$ cat config.mk
export PLATFORM = sky130hd
export DESIGN_NAME = i2c_slave_register_port
export DESIGN_NICKNAME = d
export VERILOG_FILES = /design/src/hw/i2c_port_pkg.sv /design/src/hw/bit_sync.sv /design/src/hw/fifo_buffer.sv /design/src/hw/i2c_slave_register_port.sv
export SDC_FILE = /design/constraint.sdc
export NUM_CORES = 1
export LEC_CHECK = 0
export BUFFER_PORTS_ARGS = -buffer_cell sky130_fd_sc_hd__buf_2
export CORE_ASPECT_RATIO = 0.9
export CORE_MARGIN = 2
export CORE_UTILIZATION = 50
export CTS_CLUSTER_DIAMETER = 60
export DETAILED_ROUTE_END_ITERATION = 7
export GPL_ROUTABILITY_DRIVEN = 0
export PLACE_DENSITY = 0.63
export SETUP_SLACK_MARGIN = 0.1
export SLEW_MARGIN = 20
export SYNTH_ARGS = -nofsm -noshare
export SYNTH_HDL_FRONTEND = slang
export SYNTH_SLANG_ARGS = --single-unit
$ cat constraint.sdc
create_clock -name mclk -period 8 [get_ports mclk]
set_input_delay 0.8 -clock mclk [delete_from_list [all_inputs] [get_ports mclk]]
set_output_delay 0.8 -clock mclk [all_outputs]
set_load 0.01 [all_outputs]
$ cat src/hw/i2c_port_pkg.sv
// Shared constants and state codes for the two-wire slave register port
`default_nettype none
package i2c_port_pkg;
    localparam int          BYTE_W         = 8;
    localparam logic [3:0]  BYTE_BITS      = 4'h8;
    localparam logic [7:0]  ADDR_SEL_LOW   = 8'h82;
    localparam logic [7:0]  ADDR_SEL_HIGH  = 8'h88;
    localparam logic [7:0]  COUNTER_RESET  = 8'h00;
    localparam logic [7:0]  ROLLOVER_ADDR  = 8'h00;
    localparam logic [1:0]  STRAP_WAIT     = 2'h2;
    localparam int          FIFO_DEPTH     = 8;
    localparam int          FIFO_WIDTH     = 16;
    localparam int          SYNC_STAGES    = 2;
    // Bus rate limits and the oversampling they leave at the core clock
    localparam int          CLK_MHZ        = 100;
    localparam int          STD_RATE_KBPS  = 100;
    localparam int          FAST_RATE_KBPS = 400;
    localparam int          FAST_BIT_CYCLES = (CLK_MHZ * 1000) / FAST_RATE_KBPS;
    localparam int          STD_BIT_CYCLES  = (CLK_MHZ * 1000) / STD_RATE_KBPS;

    typedef enum logic [8:0] {
        ST_IDLE      = 9'h001,
        ST_ADDR      = 9'h002,
        ST_ADDR_ACK  = 9'h004,
        ST_REG       = 9'h008,
        ST_REG_ACK   = 9'h010,
        ST_WDATA     = 9'h020,
        ST_WDATA_ACK = 9'h040,
        ST_RDATA     = 9'h080,
        ST_RDATA_ACK = 9'h100
    } slave_state_t;
endpackage : i2c_port_pkg
`default_nettype wire

$ cat src/hw/bit_sync.sv
// Two flip-flop synchroniser for independent single-bit levels
`default_nettype none
module bit_sync #(
    parameter int WIDTH = 1
) (
    input  wire logic             mclk,
    input  wire logic             resetn,
    input  wire logic [WIDTH-1:0] async_in,
    output var  logic [WIDTH-1:0] sync_out
);
    // Each bit keeps its own pair of flops so no variable has two writers
    genvar i;
    generate
        for (i = 0; i < WIDTH; i++) begin : g_bit
            logic first;
            logic second;

            // Resets to the bus idle level so no false edge follows reset
            always_ff @(posedge mclk or negedge resetn) begin
                if (!resetn) begin
                    first  <= 1'b1;
                    second <= 1'b1;
                end else begin
                    first  <= async_in[i];
                    second <= first;
                end
            end
            assign sync_out[i] = second;
        end
    endgenerate
endmodule : bit_sync
`default_nettype wire

$ cat src/hw/fifo_buffer.sv
// Flip-flop FIFO with valid/ready on both sides
`default_nettype none
module fifo_buffer #(
    parameter int WIDTH = 16,
    parameter int DEPTH = 8
) (
    input  wire logic             mclk,
    input  wire logic             resetn,
    input  wire logic             in_valid,
    output logic                  in_ready,
    input  wire logic [WIDTH-1:0] in_data,
    output logic                  out_valid,
    input  wire logic             out_ready,
    output logic [WIDTH-1:0]      out_data
);
    localparam int AW = $clog2(DEPTH);

    logic [WIDTH-1:0] mem [DEPTH];
    logic [AW:0]      wr_ptr;
    logic [AW:0]      rd_ptr;
    logic [AW:0]      next_wr_ptr;
    logic [AW:0]      next_rd_ptr;
    logic             push;
    logic             pop;

    always_comb begin
        in_ready    = (wr_ptr[AW-1:0] != rd_ptr[AW-1:0]) ||
                      (wr_ptr[AW] == rd_ptr[AW]);
        out_valid   = (wr_ptr != rd_ptr);
        out_data    = mem[rd_ptr[AW-1:0]];
        push        = in_valid && in_ready;
        pop         = out_valid && out_ready;
        next_wr_ptr = push ? wr_ptr + 1'b1 : wr_ptr;
        next_rd_ptr = pop ? rd_ptr + 1'b1 : rd_ptr;
    end

    always_ff @(posedge mclk or negedge resetn) begin
        if (!resetn) begin
            wr_ptr <= '0;
            rd_ptr <= '0;
        end else begin
            wr_ptr <= next_wr_ptr;
            rd_ptr <= next_rd_ptr;
        end
    end

    // Storage needs no reset; only written slots are ever read
    always_ff @(posedge mclk) begin
        if (push) begin
            mem[wr_ptr[AW-1:0]] <= in_data;
        end
    end
endmodule : fifo_buffer
`default_nettype wire

$ cat src/hw/i2c_slave_register_port.sv
// Two-wire slave port: strap selection, framing, address counter, writes
//
// What this block does
// [RULE1] Mode strap at reset picks two-wire or SPI
// [RULE2] Address 0x82 or 0x88 from select pin
// [RULE3] Direction bit one reads, zero writes
// [RULE4] Ack own address, else ignore transaction
// [RULE5] Start is data fall with clock high
// [RULE6] Stop is data rise, returns to idle
// [RULE7] Stop ends register writes until new write
// [RULE8] Transmitter releases; receiver acks ninth bit
// [RULE9] Sample data on clock rising edges
// [RULE10] Master reads via address write, restart
// [RULE11] Slave sends another byte per master ack
// [RULE12] Master no-ack ends read, back to idle
// [RULE13] Incrementing reads advance, wrap to 0x00
// [RULE14] Fixed range keeps counter still
// [RULE15] Each written data byte is acknowledged while the buffer has room; a byte that finds it full is not acked
// [RULE16] Writes wrap after last register address
// [RULE17] Works up to 400 Kbps bus rate
// [RULE18] Increment ranges come from a parameter table
`default_nettype none
module i2c_slave_register_port #(
    parameter logic [255:0] AUTO_INCR_MAP = {256{1'b1}},
    parameter logic [7:0]   LAST_REG_ADDR = 8'hFF
) (
    input  wire logic                            mclk,
    input  wire logic                            resetn,
    input  wire logic                            interface_select_pin,
    input  wire logic                            address_select_pin,
    input  wire logic                            scl_pin,
    input  wire logic                            sda_in,
    output logic                                 sda_out,
    output logic                                 sda_oe_n,
    output logic                                 spi_selected,
    output logic [i2c_port_pkg::BYTE_W-1:0]      rd_addr,
    input  wire logic [i2c_port_pkg::BYTE_W-1:0] rd_data,
    output logic                                 rd_strobe,
    output logic                                 wr_valid,
    input  wire logic                            wr_ready,
    output logic [i2c_port_pkg::BYTE_W-1:0]      wr_addr,
    output logic [i2c_port_pkg::BYTE_W-1:0]      wr_data
);
    import i2c_port_pkg::*;

    logic [3:0]   pins_s;
    logic         scl_s, sda_s;
    logic         mode_s;
    logic         asel_s;
    logic         scl_q, sda_q;
    logic         scl_rise, scl_fall;
    logic         start_seen, stop_seen;
    logic [1:0]   strap_cnt, next_strap_cnt;
    logic         strap_done, next_strap_done;
    logic         next_spi_selected;
    logic         bus_address_select, next_bus_address_select;
    logic         active;
    logic [7:0]   own_addr;
    slave_state_t state, next_state;
    logic [3:0]   bitcnt, next_bitcnt;
    logic [7:0]   shreg, next_shreg;
    logic [7:0]   tx, next_tx;
    logic [7:0]   counter, next_counter;
    logic         rw, next_rw;
    logic         master_ack, next_master_ack;
    logic         refuse, next_refuse;
    logic         next_oe_n;
    logic         push;
    logic         fifo_in_ready;
    logic [15:0]  fifo_out_data;

    function automatic logic [7:0] next_address(input logic [7:0] a);
        if (!AUTO_INCR_MAP[a]) begin
            return a; // RULE14 RULE18
        end else if (a == LAST_REG_ADDR) begin
            return ROLLOVER_ADDR; // RULE13 RULE16
        end else begin
            return a + 8'h01; // RULE13
        end
    endfunction : next_address

    // Straps and bus lines share one synchroniser; 250 samples per bit
    // at the fastest rate leave ample margin for the two-cycle lag
    bit_sync #(.WIDTH(SYNC_STAGES * 2)) u_sync ( // RULE17
        .mclk     (mclk),
        .resetn   (resetn),
        .async_in ({interface_select_pin, address_select_pin,
                    scl_pin, sda_in}),
        .sync_out (pins_s)
    );
    assign mode_s = pins_s[3];
    assign asel_s = pins_s[2];
    assign scl_s  = pins_s[1];
    assign sda_s  = pins_s[0];

    fifo_buffer #(.WIDTH(FIFO_WIDTH), .DEPTH(FIFO_DEPTH)) u_fifo (
        .mclk      (mclk),
        .resetn    (resetn),
        .in_valid  (push),
        .in_ready  (fifo_in_ready),
        .in_data   ({counter, shreg}),
        .out_valid (wr_valid),
        .out_ready (wr_ready),
        .out_data  (fifo_out_data)
    );
    assign wr_addr = fifo_out_data[15:8];
    assign wr_data = fifo_out_data[7:0];

    always_comb begin
        scl_rise   = scl_s && !scl_q; // RULE9
        scl_fall   = !scl_s && scl_q;
        start_seen = scl_s && scl_q && sda_q && !sda_s; // RULE5
        stop_seen  = scl_s && scl_q && !sda_q && sda_s; // RULE6
    end

    // Straps are caught once the synchroniser holds post-reset values
    always_comb begin
        next_strap_cnt          = strap_cnt;
        next_strap_done         = strap_done;
        next_spi_selected       = spi_selected;
        next_bus_address_select = bus_address_select;
        if (!strap_done) begin
            if (strap_cnt == STRAP_WAIT) begin
                next_strap_done         = 1'b1;
                next_spi_selected       = mode_s; // RULE1
                next_bus_address_select = asel_s;
            end else begin
                next_strap_cnt = strap_cnt + 2'h1;
            end
        end
    end

    always_ff @(posedge mclk or negedge resetn) begin
        if (!resetn) begin
            strap_cnt          <= 2'h0;
            strap_done         <= 1'b0;
            spi_selected       <= 1'b0;
            bus_address_select <= 1'b0;
            scl_q              <= 1'b1;
            sda_q              <= 1'b1;
        end else begin
            strap_cnt          <= next_strap_cnt;
            strap_done         <= next_strap_done;
            spi_selected       <= next_spi_selected;
            bus_address_select <= next_bus_address_select;
            scl_q              <= scl_s;
            sda_q              <= sda_s;
        end
    end

    assign active   = strap_done && !spi_selected; // RULE1
    assign own_addr = bus_address_select ? ADDR_SEL_HIGH : ADDR_SEL_LOW;
    assign sda_out  = 1'b0;
    assign rd_addr  = counter;

    always_comb begin
        next_state      = state;
        next_bitcnt     = bitcnt;
        next_shreg      = shreg;
        next_tx         = tx;
        next_counter    = counter;
        next_rw         = rw;
        next_master_ack = master_ack;
        next_refuse     = refuse;
        next_oe_n       = sda_oe_n;
        push            = 1'b0;
        rd_strobe       = 1'b0;
        if (!active) begin
            next_state = ST_IDLE;
            next_oe_n  = 1'b1;
        end else if (stop_seen) begin
            next_state = ST_IDLE; // RULE6 RULE7
            next_oe_n  = 1'b1;
        end else if (start_seen) begin
            next_state  = ST_ADDR; // RULE5
            next_bitcnt = 4'h0;
            next_oe_n   = 1'b1;
        end else begin
            unique case (state)
                ST_IDLE: begin
                end
                ST_ADDR, ST_REG, ST_WDATA: begin
                    if (scl_rise && bitcnt != BYTE_BITS) begin
                        next_shreg  = {shreg[6:0], sda_s}; // RULE9
                        next_bitcnt = bitcnt + 4'h1;
                    end else if (scl_fall && bitcnt == BYTE_BITS) begin
                        next_bitcnt = 4'h0;
                        if (state == ST_ADDR) begin
                            if (shreg[7:1] == own_addr[7:1]) begin
                                next_state = ST_ADDR_ACK; // RULE2 RULE4
                                next_oe_n  = 1'b0;
                                next_rw    = shreg[0]; // RULE3
                            end else begin
                                next_state = ST_IDLE; // RULE4
                            end
                        end else if (state == ST_REG) begin
                            next_counter = shreg;
                            next_state   = ST_REG_ACK;
                            next_oe_n    = 1'b0;
                        end else if (fifo_in_ready) begin
                            push         = 1'b1; // RULE15
                            next_counter = next_address(counter); // RULE16
                            next_state   = ST_WDATA_ACK;
                            next_oe_n    = 1'b0;
                            next_refuse  = 1'b0;
                        end else begin
                            // Full buffer: decline the byte rather than lose it
                            next_state  = ST_WDATA_ACK;
                            next_refuse = 1'b1;
                        end
                    end
                end
                ST_ADDR_ACK, ST_REG_ACK, ST_WDATA_ACK: begin
                    if (scl_fall) begin
                        next_oe_n = 1'b1; // RULE8
                        if (state == ST_ADDR_ACK && rw) begin
                            rd_strobe  = 1'b1; // RULE10
                            next_tx    = rd_data;
                            next_oe_n  = rd_data[7];
                            next_state = ST_RDATA;
                        end else if (state == ST_ADDR_ACK) begin
                            next_state = ST_REG; // RULE10
                        end else if (state == ST_WDATA_ACK && refuse) begin
                            next_state = ST_IDLE;
                        end else begin
                            next_state = ST_WDATA; // RULE15
                        end
                    end
                end
                ST_RDATA: begin
                    if (scl_rise && bitcnt != BYTE_BITS) begin
                        next_bitcnt = bitcnt + 4'h1;
                    end else if (scl_fall && bitcnt == BYTE_BITS) begin
                        next_bitcnt  = 4'h0;
                        next_oe_n    = 1'b1; // RULE8
                        next_counter = next_address(counter); // RULE13
                        next_state   = ST_RDATA_ACK;
                    end else if (scl_fall) begin
                        next_tx   = {tx[6:0], 1'b0};
                        next_oe_n = tx[6];
                    end
                end
                ST_RDATA_ACK: begin
                    if (scl_rise) begin
                        next_master_ack = !sda_s; // RULE8
                    end else if (scl_fall && master_ack) begin
                        rd_strobe  = 1'b1; // RULE11
                        next_tx    = rd_data;
                        next_oe_n  = rd_data[7];
                        next_state = ST_RDATA;
                    end else if (scl_fall) begin
                        next_state = ST_IDLE; // RULE12
                    end
                end
            endcase
        end
    end

    always_ff @(posedge mclk or negedge resetn) begin
        if (!resetn) begin
            state      <= ST_IDLE;
            bitcnt     <= 4'h0;
            shreg      <= 8'h00;
            tx         <= 8'h00;
            counter    <= COUNTER_RESET;
            rw         <= 1'b0;
            master_ack <= 1'b0;
            refuse     <= 1'b0;
            sda_oe_n   <= 1'b1;
        end else begin
            state      <= next_state;
            bitcnt     <= next_bitcnt;
            shreg      <= next_shreg;
            tx         <= next_tx;
            counter    <= next_counter;
            rw         <= next_rw;
            master_ack <= next_master_ack;
            refuse     <= next_refuse;
            sda_oe_n   <= next_oe_n;
        end
    end
endmodule : i2c_slave_register_port
`default_nettype wire

==> results of run 1 <==
==> logic make-up (layout without fill, tap and decap cells) <==
family,count (synthesis),count (layout),synth area share (%)
simple gates,144,144,10.1
other cells,1,1,0.0453
compound gates,61,61,5.11
fa+ha+maj,6,6,0.907
flops,191,191,65.7
xor+xnor,16,16,1.69
buf+inv,29,91,1.65
mux,78,78,14.8
==> per-layer routing <==
| metal | up-vias | global-route usage (%) |
|---|---|---|
| met1 | 2444 | 27.3 |
| met2 | 163 | 32.6 |
| li1 | 2145 | - |
| met5 | - | 0 |
| met3 | 33 | 5.36 |
| met4 | 0 | 7.47 |
==> worst max-delay path by stage <==
stage / endpoint / slack (ns) / cells past startpoint
after floorplan: u_fifo.mem[1][0]$_DFFE_PP_ / 4.81 / 6
after global routing: u_fifo.mem[7][12]$_DFFE_PP_ / 4.26 / 5
after detailed placement: u_fifo.mem[7][13]$_DFFE_PP_ / 4.49 / 5
after CTS: u_fifo.mem[7][12]$_DFFE_PP_ / 4.46 / 5
after global placement: u_fifo.mem[7][13]$_DFFE_PP_ / 4.56 / 5
final: u_fifo.mem[7][12]$_DFFE_PP_ / 4.53 / 5
==> area by class of cell <==
cell class                 count  area, µm²  share of cell area (%)
multi-input combinational    306       2720                    29.2
tap                          207        259                    2.78
clock inverter                15        168                    1.80
clock buffer                  17        425                    4.56
sequential                   191       5440                    58.3
timing repair buffer          52        285                    3.06
inverter                       7       26.3                   0.282
==> per-stage QoR <==
stage / cell area [µm²] / util (%)
after floorplan: 8280 / -
after global placement: 8730 / 53.9
after detailed placement: 8730 / 53.9
after CTS: 9320 / 57.6
after global routing: 9320 / 57.6
final: 9320 / 57.6
==> synthesized netlist by cell type (all sizes together) (3+ instances only) <==
cell type	instances
a21oi	9
a31o	5
a31oi	6
buf	13
clkbuf	9
dfrtp	51
dfstp	12
edfxtp	128
ha	6
inv	7
mux2	38
mux2i	8
mux4	32
nand2	39
nand2b	6
nand3	8
nand4b	4
nor2	27
nor2b	5
nor3	17
nor3b	3
nor4	10
o21ai	16
o22ai	3
or2	3
or3	5
xnor2	9
xor2	7
==> registers in the layout (all words and copies together) (netlist names), 2 cells and up <==
register / flops
bitcnt: 4
rd_addr: 8
shreg: 8
state: 9
strap_cnt: 2
tx: 7
u_fifo.mem: 128
u_fifo.rd_ptr: 4
u_fifo.wr_ptr: 4
u_sync.g_bit.first: 4
u_sync.g_bit.second: 4
==> power by group through the flow <==
stage | Sequential (mW) | Clock [mW] | Combinational, mW
2_1_floorplan | 1.08 | 0 | 0.0240
3_3_place_gp | 1.08 | 0 | 0.0377
3_5_place_dp | 1.08 | 0 | 0.0390
4_1_cts | 1.06 | 0.861 | 0.0391
5_1_grt | 1.06 | 0.906 | 0.0433
6_report | 1.06 | 0.842 | 0.0390
==> run metrics, run 1 <==
outcome=finished, final reports clean; GRT Util Overall=20.4%; beginning of the worst hold path=u_sync.g_bit[0].first$_DFF_PN1_; wl on met1=7.31 mm; Yosys reg bits=191; Flop pwr share=54.6%; top_reg_cell synth=edfxtp_1; CTS tree=done; ANT cells=0; worst reg-to-reg path cell count=5; worst hold slack=0.357 ns; row count=44; drt drc=0; DP Cell Count=763; Max clock buf depth=2; Hold Crit Depth=0; Overflow after GRT=0; synthesis-to-finish area growth=12.6%; total wire length=16.8 mm; synth top area cells=edfxtp_1, dfrtp_1, mux4_2; reg2reg setup slack=4.53 ns; fillers=1312; IO buf count=42; CTS Root Cell=clkbuf_16; RR Startpoint=u_fifo.rd_ptr[2]$_DFFE_PN0P_; Slew headroom=25.6%; Max Used Layer=met4; family with the most delay on the worst path=simple AND/OR/NAND/NOR gates; commonest non-fill, non-tap cell in the layout=edfxtp_1; Worst setup startpoint=u_fifo.rd_ptr[2]$_DFFE_PN0P_; maximum vdd drop=0.000154 V; met2 WL=8.20 mm; clk_skew=0.0117 ns; worst slack, placed=4.49 ns; clk_lat worst skew=0.43 ns; Crit Path Category=flip-flop to flip-flop; hpwl dp=10.7 mm; die area=17600 µm²; Die Y-Extent=126 µm; largest net degree at the start of global routing=64; CTS Buf Count=17; Logic pwr share=2.0%; Crit-path slowest cell=dfrtp_1; synth warn=0; EDFF count, synth=128; Synth area leader=edfxtp_1; met3 wire length=875 µm; Endpoint, Worst Hold=u_sync.g_bit[0].second$_DFF_PN1_; share of cells above drive strength 1=31.1%; min-delay worst type=flip-flop to flip-flop; clock slew at reported path FFs=0.07 ns; Detailed Routing Iterations Pass 1=5; Final WS setup=4.53 ns; Fin Setup TNS=0 ns; # hold bufs at CTS=0; CP Capture Type=flip-flop; setup bufs post-CTS=0; Power Internal=1.51 mW; CP bufs+invs=0; Ports=44; core area=16200 µm²; vias in the first global route=4964; post-synthesis net count=547; f_max=288 MHz; Net Sw Frac=22.0%; Starting Density=51.1%; CTS Sinks=191; Avg Vias per Cell=6.02; first-pass GRT wire length=27.1 mm; DRC marker count from the first detailed-route iteration=270; Slew @ Worst Pin=1.11 ns; async set-reset flop share out of synthesis=33.0%; RSZ-0062 raised after global routing=false; post-layout net count=596; Layout Cells excl Fill=795; power density cells=208 nW/µm²; register area share after synthesis=65.7%; crit path DAT=3.52 ns; Final Slew Violations=0; startpoint types=flip-flop; Yosys cell types=70; Static Leakage=3.19 nW; Die X=140 µm; CP peak stage delay=1.02 ns; Syn Inst Count=526; post-cts gate resize count=0; Avg Cell Area, Syn=15.7 µm²; depth of the CTS H-tree=4; area share of the largest cell type after synthesis=46.4%; synthesized area=8280 µm²; CP required=8.04 ns; initial antenna violation count=0; max cap viols=0; Final ANT Viol Nets=0; final period utilization=43.4%; total power=1.94 mW; crit-path max FO=19; Clock power frac=43.4%; Via Count=4785; Hold Vio Cnt, Final=0; most frequent cells in the layout=edfxtp_1, dfrtp_1, buf_2; worst path cell trace=xor2_1, nor4b_2, nor4_2, nand2_1, nor2_2; Min Clock Period, post-route=3.47 ns; Worst R2R End=u_fifo.mem[7][12]$_DFFE_PP_; setup violators final=0; WL/cell=21.2 µm; Psw=0.427 mW
Power figures use the tool's default switching activity.
==> inputs of run 2 (changes only) <==
Settings changed: PLACE_DENSITY 0.63 to 0.66.
Clock period 8 ns to 2.8 ns, I/O delays scaled along.
==> run metrics, run 2 (synthesized netlist as in run 1, its figures left out) <==
outcome=finished, final reports clean; maximum vdd drop=0.000471 V; Endpoint, Worst Hold=tx[0]$_DFFE_PN0P_; core area=16200 µm²; worst reg-to-reg path cell count=5; storage element area=5440 µm²; commonest non-fill, non-tap cell in the layout=edfxtp_1; CTS Sinks=191; first-pass GRT wire length=26.3 mm; Detailed Routing Iterations Pass 1=5; synthesis-to-finish area growth=15.8%; WL/cell=20.1 µm; final period utilization=94.5%; CP bufs+invs=1; clk_lat worst skew=0.44 ns; worst path cell trace=or4b_4, nor3_4, nand2_1, a211oi_2, buf_2; crit path DAT=2.37 ns; most frequent cells in the layout=edfxtp_1, dfrtp_1, buf_2; Die X=140 µm; Avg Vias per Cell=5.85; post-layout net count=616; drt drc=0; CTS tree=done; Hold Vio Cnt, Final=0; CP peak stage delay=0.58 ns; Final Slew Violations=0; f_max=378 MHz; ANT cells=0; total wire length=16.4 mm; reg2reg setup slack=0.25 ns; hpwl dp=10.6 mm; Max clock buf depth=2; Crit Path Category=flip-flop to output port; vias in the first global route=4778; setup violators final=0; total power=5.54 mW; final instance area=9590 µm²; CP required=2.52 ns; crit-path max FO=12; Via Count=4770; row count=44; Worst R2R End=rd_addr[0]$_DFFE_PN0P_; Die Y-Extent=126 µm; Static Leakage=3.47 nW; multi-input logic area=2760 µm²; IO buf count=42; CP Capture Type=output port; power density cells=578 nW/µm²; fillers=1248; Min Clock Period, post-route=2.65 ns; Fin Setup TNS=0 ns; RSZ-0062 raised after global routing=false; dpl cell area=8910 µm²; Slew headroom=49.8%; CTS Root Cell=clkbuf_16; beginning of the worst hold path=rd_data[0]; Crit-path slowest cell=or4b_4; clk_skew=0.0102 ns; family with the most delay on the worst path=simple AND/OR/NAND/NOR gates; Hold Crit Depth=3; min-delay worst type=primary input to flip-flop; clock slew at reported path FFs=0.06 ns; Final ANT Viol Nets=0; initial antenna violation count=0; CTS Buf Count=17; max reg flops=128; Slew @ Worst Pin=0.750 ns; Overflow after GRT=0; startpoint types=flip-flop; DRC marker count from the first detailed-route iteration=338; largest net degree at the start of global routing=36; Ports=44; share of cells above drive strength 1=33.1%; depth of the CTS H-tree=4; GRT Util Overall=19.7%; Starting Density=51.1%; RR Startpoint=state[3]$_DFFE_PN0P_; max cap viols=0; die area=17600 µm²
run 2: cell count changes in the layout (fill, tap and decap cells not counted), moves of 2 or more:
cell / change
buf_12: +7
buf_4: +7
dlygate4sd3_1: +5
clkbuf_1: +2
clkinv_4: +2
clkinvlp_4: -2
inv_8: -2
run 2: how the worst max path moves through the flow:
stage | start | to | slack [ns] | cells past startpoint
after global routing | state[1]$_DFFE_PN0P_ | rd_strobe | 0.11 | 5
after CTS | state[8]$_DFFE_PN0P_ | rd_strobe | 0.11 | 5
final | state[1]$_DFFE_PN0P_ | rd_strobe | 0.15 | 5
after floorplan | state[1]$_DFFE_PN0P_ | u_fifo.mem[5][0]$_DFFE_PP_ | 0.01 | 6
after detailed placement | state[1]$_DFFE_PN0P_ | sda_oe_n$_DFFE_PN1P_ | 0.27 | 6
after global placement | state[1]$_DFFE_PN0P_ | state[1]$_DFFE_PN0P_ | 0.36 | 6
run 2: where the power goes:
group          switching, mW  internal [mW]  total [mW]
Sequential            0.0188           3.01        3.03
Combinational         0.0757         0.0491       0.125
Clock                   1.05           1.33        2.39
run 2: final cells by class:
cell class / count / share of cell area [%]
Clock inverter: 13 / 1.55
Tap cell: 207 / 2.70
Inverter: 7 / 0.274
Timing Repair Buffer: 71 / 5.51
Clock buffer: 19 / 4.52
Sequential cell: 191 / 56.7
Multi-Input combinational cell: 307 / 28.7
run 2: tightest hold or removal path, stage by stage:
cell and delay (ns):
buf_2 0.10, nand2_1 0.05, mux2i_1 0.06
run 2: repair_timing:
item,in CTS,in global routing
pin swaps,1,3
setup endpoints to repair,1,4
hold buffers,5,0
gates resized for setup,2,4
buffers inserted,0,2
endpoints found under the hold margin,31,0
gates cloned,0,1
run 2: routing by layer:
layer / wire, µm / GRT usage (%) / up-vias
li1: - / - / 2186
met1: 7020 / 25.7 / 2404
met2: 8280 / 32.9 / 158
met3: 844 / 4.90 / 22
met4: 281 / 6.65 / 0
met5: 0 / 0 / -
run 2: metrics by stage:
stage,hold slack [ns],setup slack [ns],cells,utilization [%]
global route,0.0910,0.105,815,59.2
detailed placement,0.348,0.274,775,55.0
global placement,0.346,0.358,775,55.0
finish,0.0918,0.154,815,59.2
floorplan,-0.0156,0.0117,526,-
CTS,0.0715,0.108,812,59.0
==> inputs of run 3 (changes only) <==
Settings changed: CORE_UTILIZATION 50 to 45, PLACE_DENSITY 0.66 to 0.6.
==> run metrics, run 3 (synthesized netlist as in run 1, its figures left out) <==
Slew @ Worst Pin=0.795 ns; post-layout net count=615; Slew headroom=47.0%; gr busiest metal=met2; storage element area=5440 µm²; hpwl dp=10.9 mm; dpl cell area=8940 µm²; IO buf count=42; CP required=2.52 ns; CP Capture Type=output port; Min Clock Period, post-route=2.61 ns; RR Startpoint=state[8]$_DFFE_PN0P_; Detailed Routing Iterations Pass 1=5; CTS Root Cell=clkbuf_16; maximum vdd drop=0.000391 V; crit-path max FO=11; final period utilization=93.3%; M2 GR Usage=31.1%; Ports=44; initial antenna violation count=0; clk_skew=0.00816 ns; f_max=383 MHz; Via Count=4775; Worst R2R End=u_fifo.mem[5][1]$_DFFE_PP_; DRC marker count from the first detailed-route iteration=239; CTS Sinks=191; min-delay worst type=primary input to async pin; drt drc=0; multi-input logic area=2760 µm²; vias in the first global route=4894; ANT cells=0; setup violators final=0; Critical Path End=rd_strobe; largest net degree at the start of global routing=64; core area=18200 µm²; Final ANT Viol Nets=0; outcome=finished, final reports clean; Static Leakage=3.48 nW; synthesis-to-finish area growth=16.4%; power density cells=580 nW/µm²; Starting Density=45.4%; met1 Use GR=23.4%; die area=19500 µm²; Final Slew Violations=0; max cap viols=0; RSZ-0062 raised after global routing=true; Crit Path Category=flip-flop to output port; Die X=147 µm; Die Y-Extent=133 µm; final instance area=9630 µm²; DP Cell Count=814; worst slack, placed=0.218 ns; row count=47; reg2reg setup slack=0.29 ns; Fin Setup TNS=0 ns; total wire length=16.7 mm; clock slew at reported path FFs=0.07 ns; crit path DAT=2.33 ns; first-pass GRT wire length=26.8 mm; WL/cell=19.6 µm; Layout Cells excl Fill=852; CTS tree=done; fillers=1523; CTS Buf Count=17; most frequent cells in the layout=edfxtp_1, dfrtp_1, buf_2; clk_lat worst skew=0.42 ns; depth of the CTS H-tree=4; Hold Vio Cnt, Final=0; share of cells above drive strength 1=33.8%; met3 Track Usage GR=3.86%; Overflow after GRT=0; GRT Util Overall=18.2%; Util after Layout=52.8%; max reg flops=128; Final WS setup=0.188 ns; Max clock buf depth=2; commonest non-fill, non-tap cell in the layout=edfxtp_1; Avg Vias per Cell=5.60; worst reg-to-reg path cell count=6; startpoint types=flip-flop; Worst setup startpoint=state[1]$_DFFE_PN0P_
## run 3: worst max-delay path, cell delays in order (launching register included)
cell	delay (ns)
dfrtp_2	0.47
or4b_4	0.57
nor3_4	0.23
nand2_1	0.14
a211oi_2	0.31
buf_2	0.18
## run 3: per-stage QoR
step | power (mW) | hold WS, ns
global placement | 3.19 | 0.346
detailed placement | 3.20 | 0.347
global route | 5.79 | 0.0877
finish | 5.59 | 0.0154
CTS | 5.66 | 0.0469
floorplan | 3.15 | -0.0156
## run 3: power breakdown
part / leakage (nW) / switching [mW] / total (mW) / internal [mW]
sequential: 1.91 / 0.0167 / 3.02 / 3.01
clock: 0.300 / 1.10 / 2.45 / 1.35
combinational: 1.27 / 0.0735 / 0.119 / 0.0452
## run 3: routing by layer
| layer | wire length, µm | part of all wire (%) |
|---|---|---|
| met3 | 698 | 4.2 |
| met5 | 0 | 0 |
| met2 | 8600 | 51 |
| met4 | 251 | 1.5 |
| met1 | 7180 | 43 |
## run 3: what timing repair did
action | CTS | global route
buffers inserted | 0 | 2
setup endpoints to repair | 1 | 115
hold buffers | 4 | 0
hold endpoints to repair | 4 | 0
gates resized for setup | 2 | 6
pin swaps | 1 | 2
## run 3: layout make-up
class,instances,share of cell area (%)
Clock buffer,17,4.42
Clock inverter,15,1.90
Inverter,7,0.273
Multi-Input combinational cell,306,28.6
Sequential cell,191,56.4
Tap cell,245,3.18
Timing Repair Buffer,71,5.19
## run 3: how the worst min path moves through the flow
| stage | start | end | slack, ns | depth (start not counted) |
|---|---|---|---|---|
| after detailed placement | u_sync.g_bit[0].first$_DFF_PN1_ | u_sync.g_bit[0].second$_DFF_PN1_ | 0.35 | 0 |
| final | resetn | tx[4]$_DFFE_PN0P_ | 0.02 | 2 |
| after floorplan | resetn | bitcnt[0]$_DFFE_PN0P_ | -0.02 | 0 |
| after CTS | resetn | tx[0]$_DFFE_PN0P_ | 0.05 | 2 |
| after global placement | u_sync.g_bit[1].first$_DFF_PN1_ | u_sync.g_bit[1].second$_DFF_PN1_ | 0.35 | 0 |
| after global routing | resetn | tx[4]$_DFFE_PN0P_ | 0.09 | 2 |
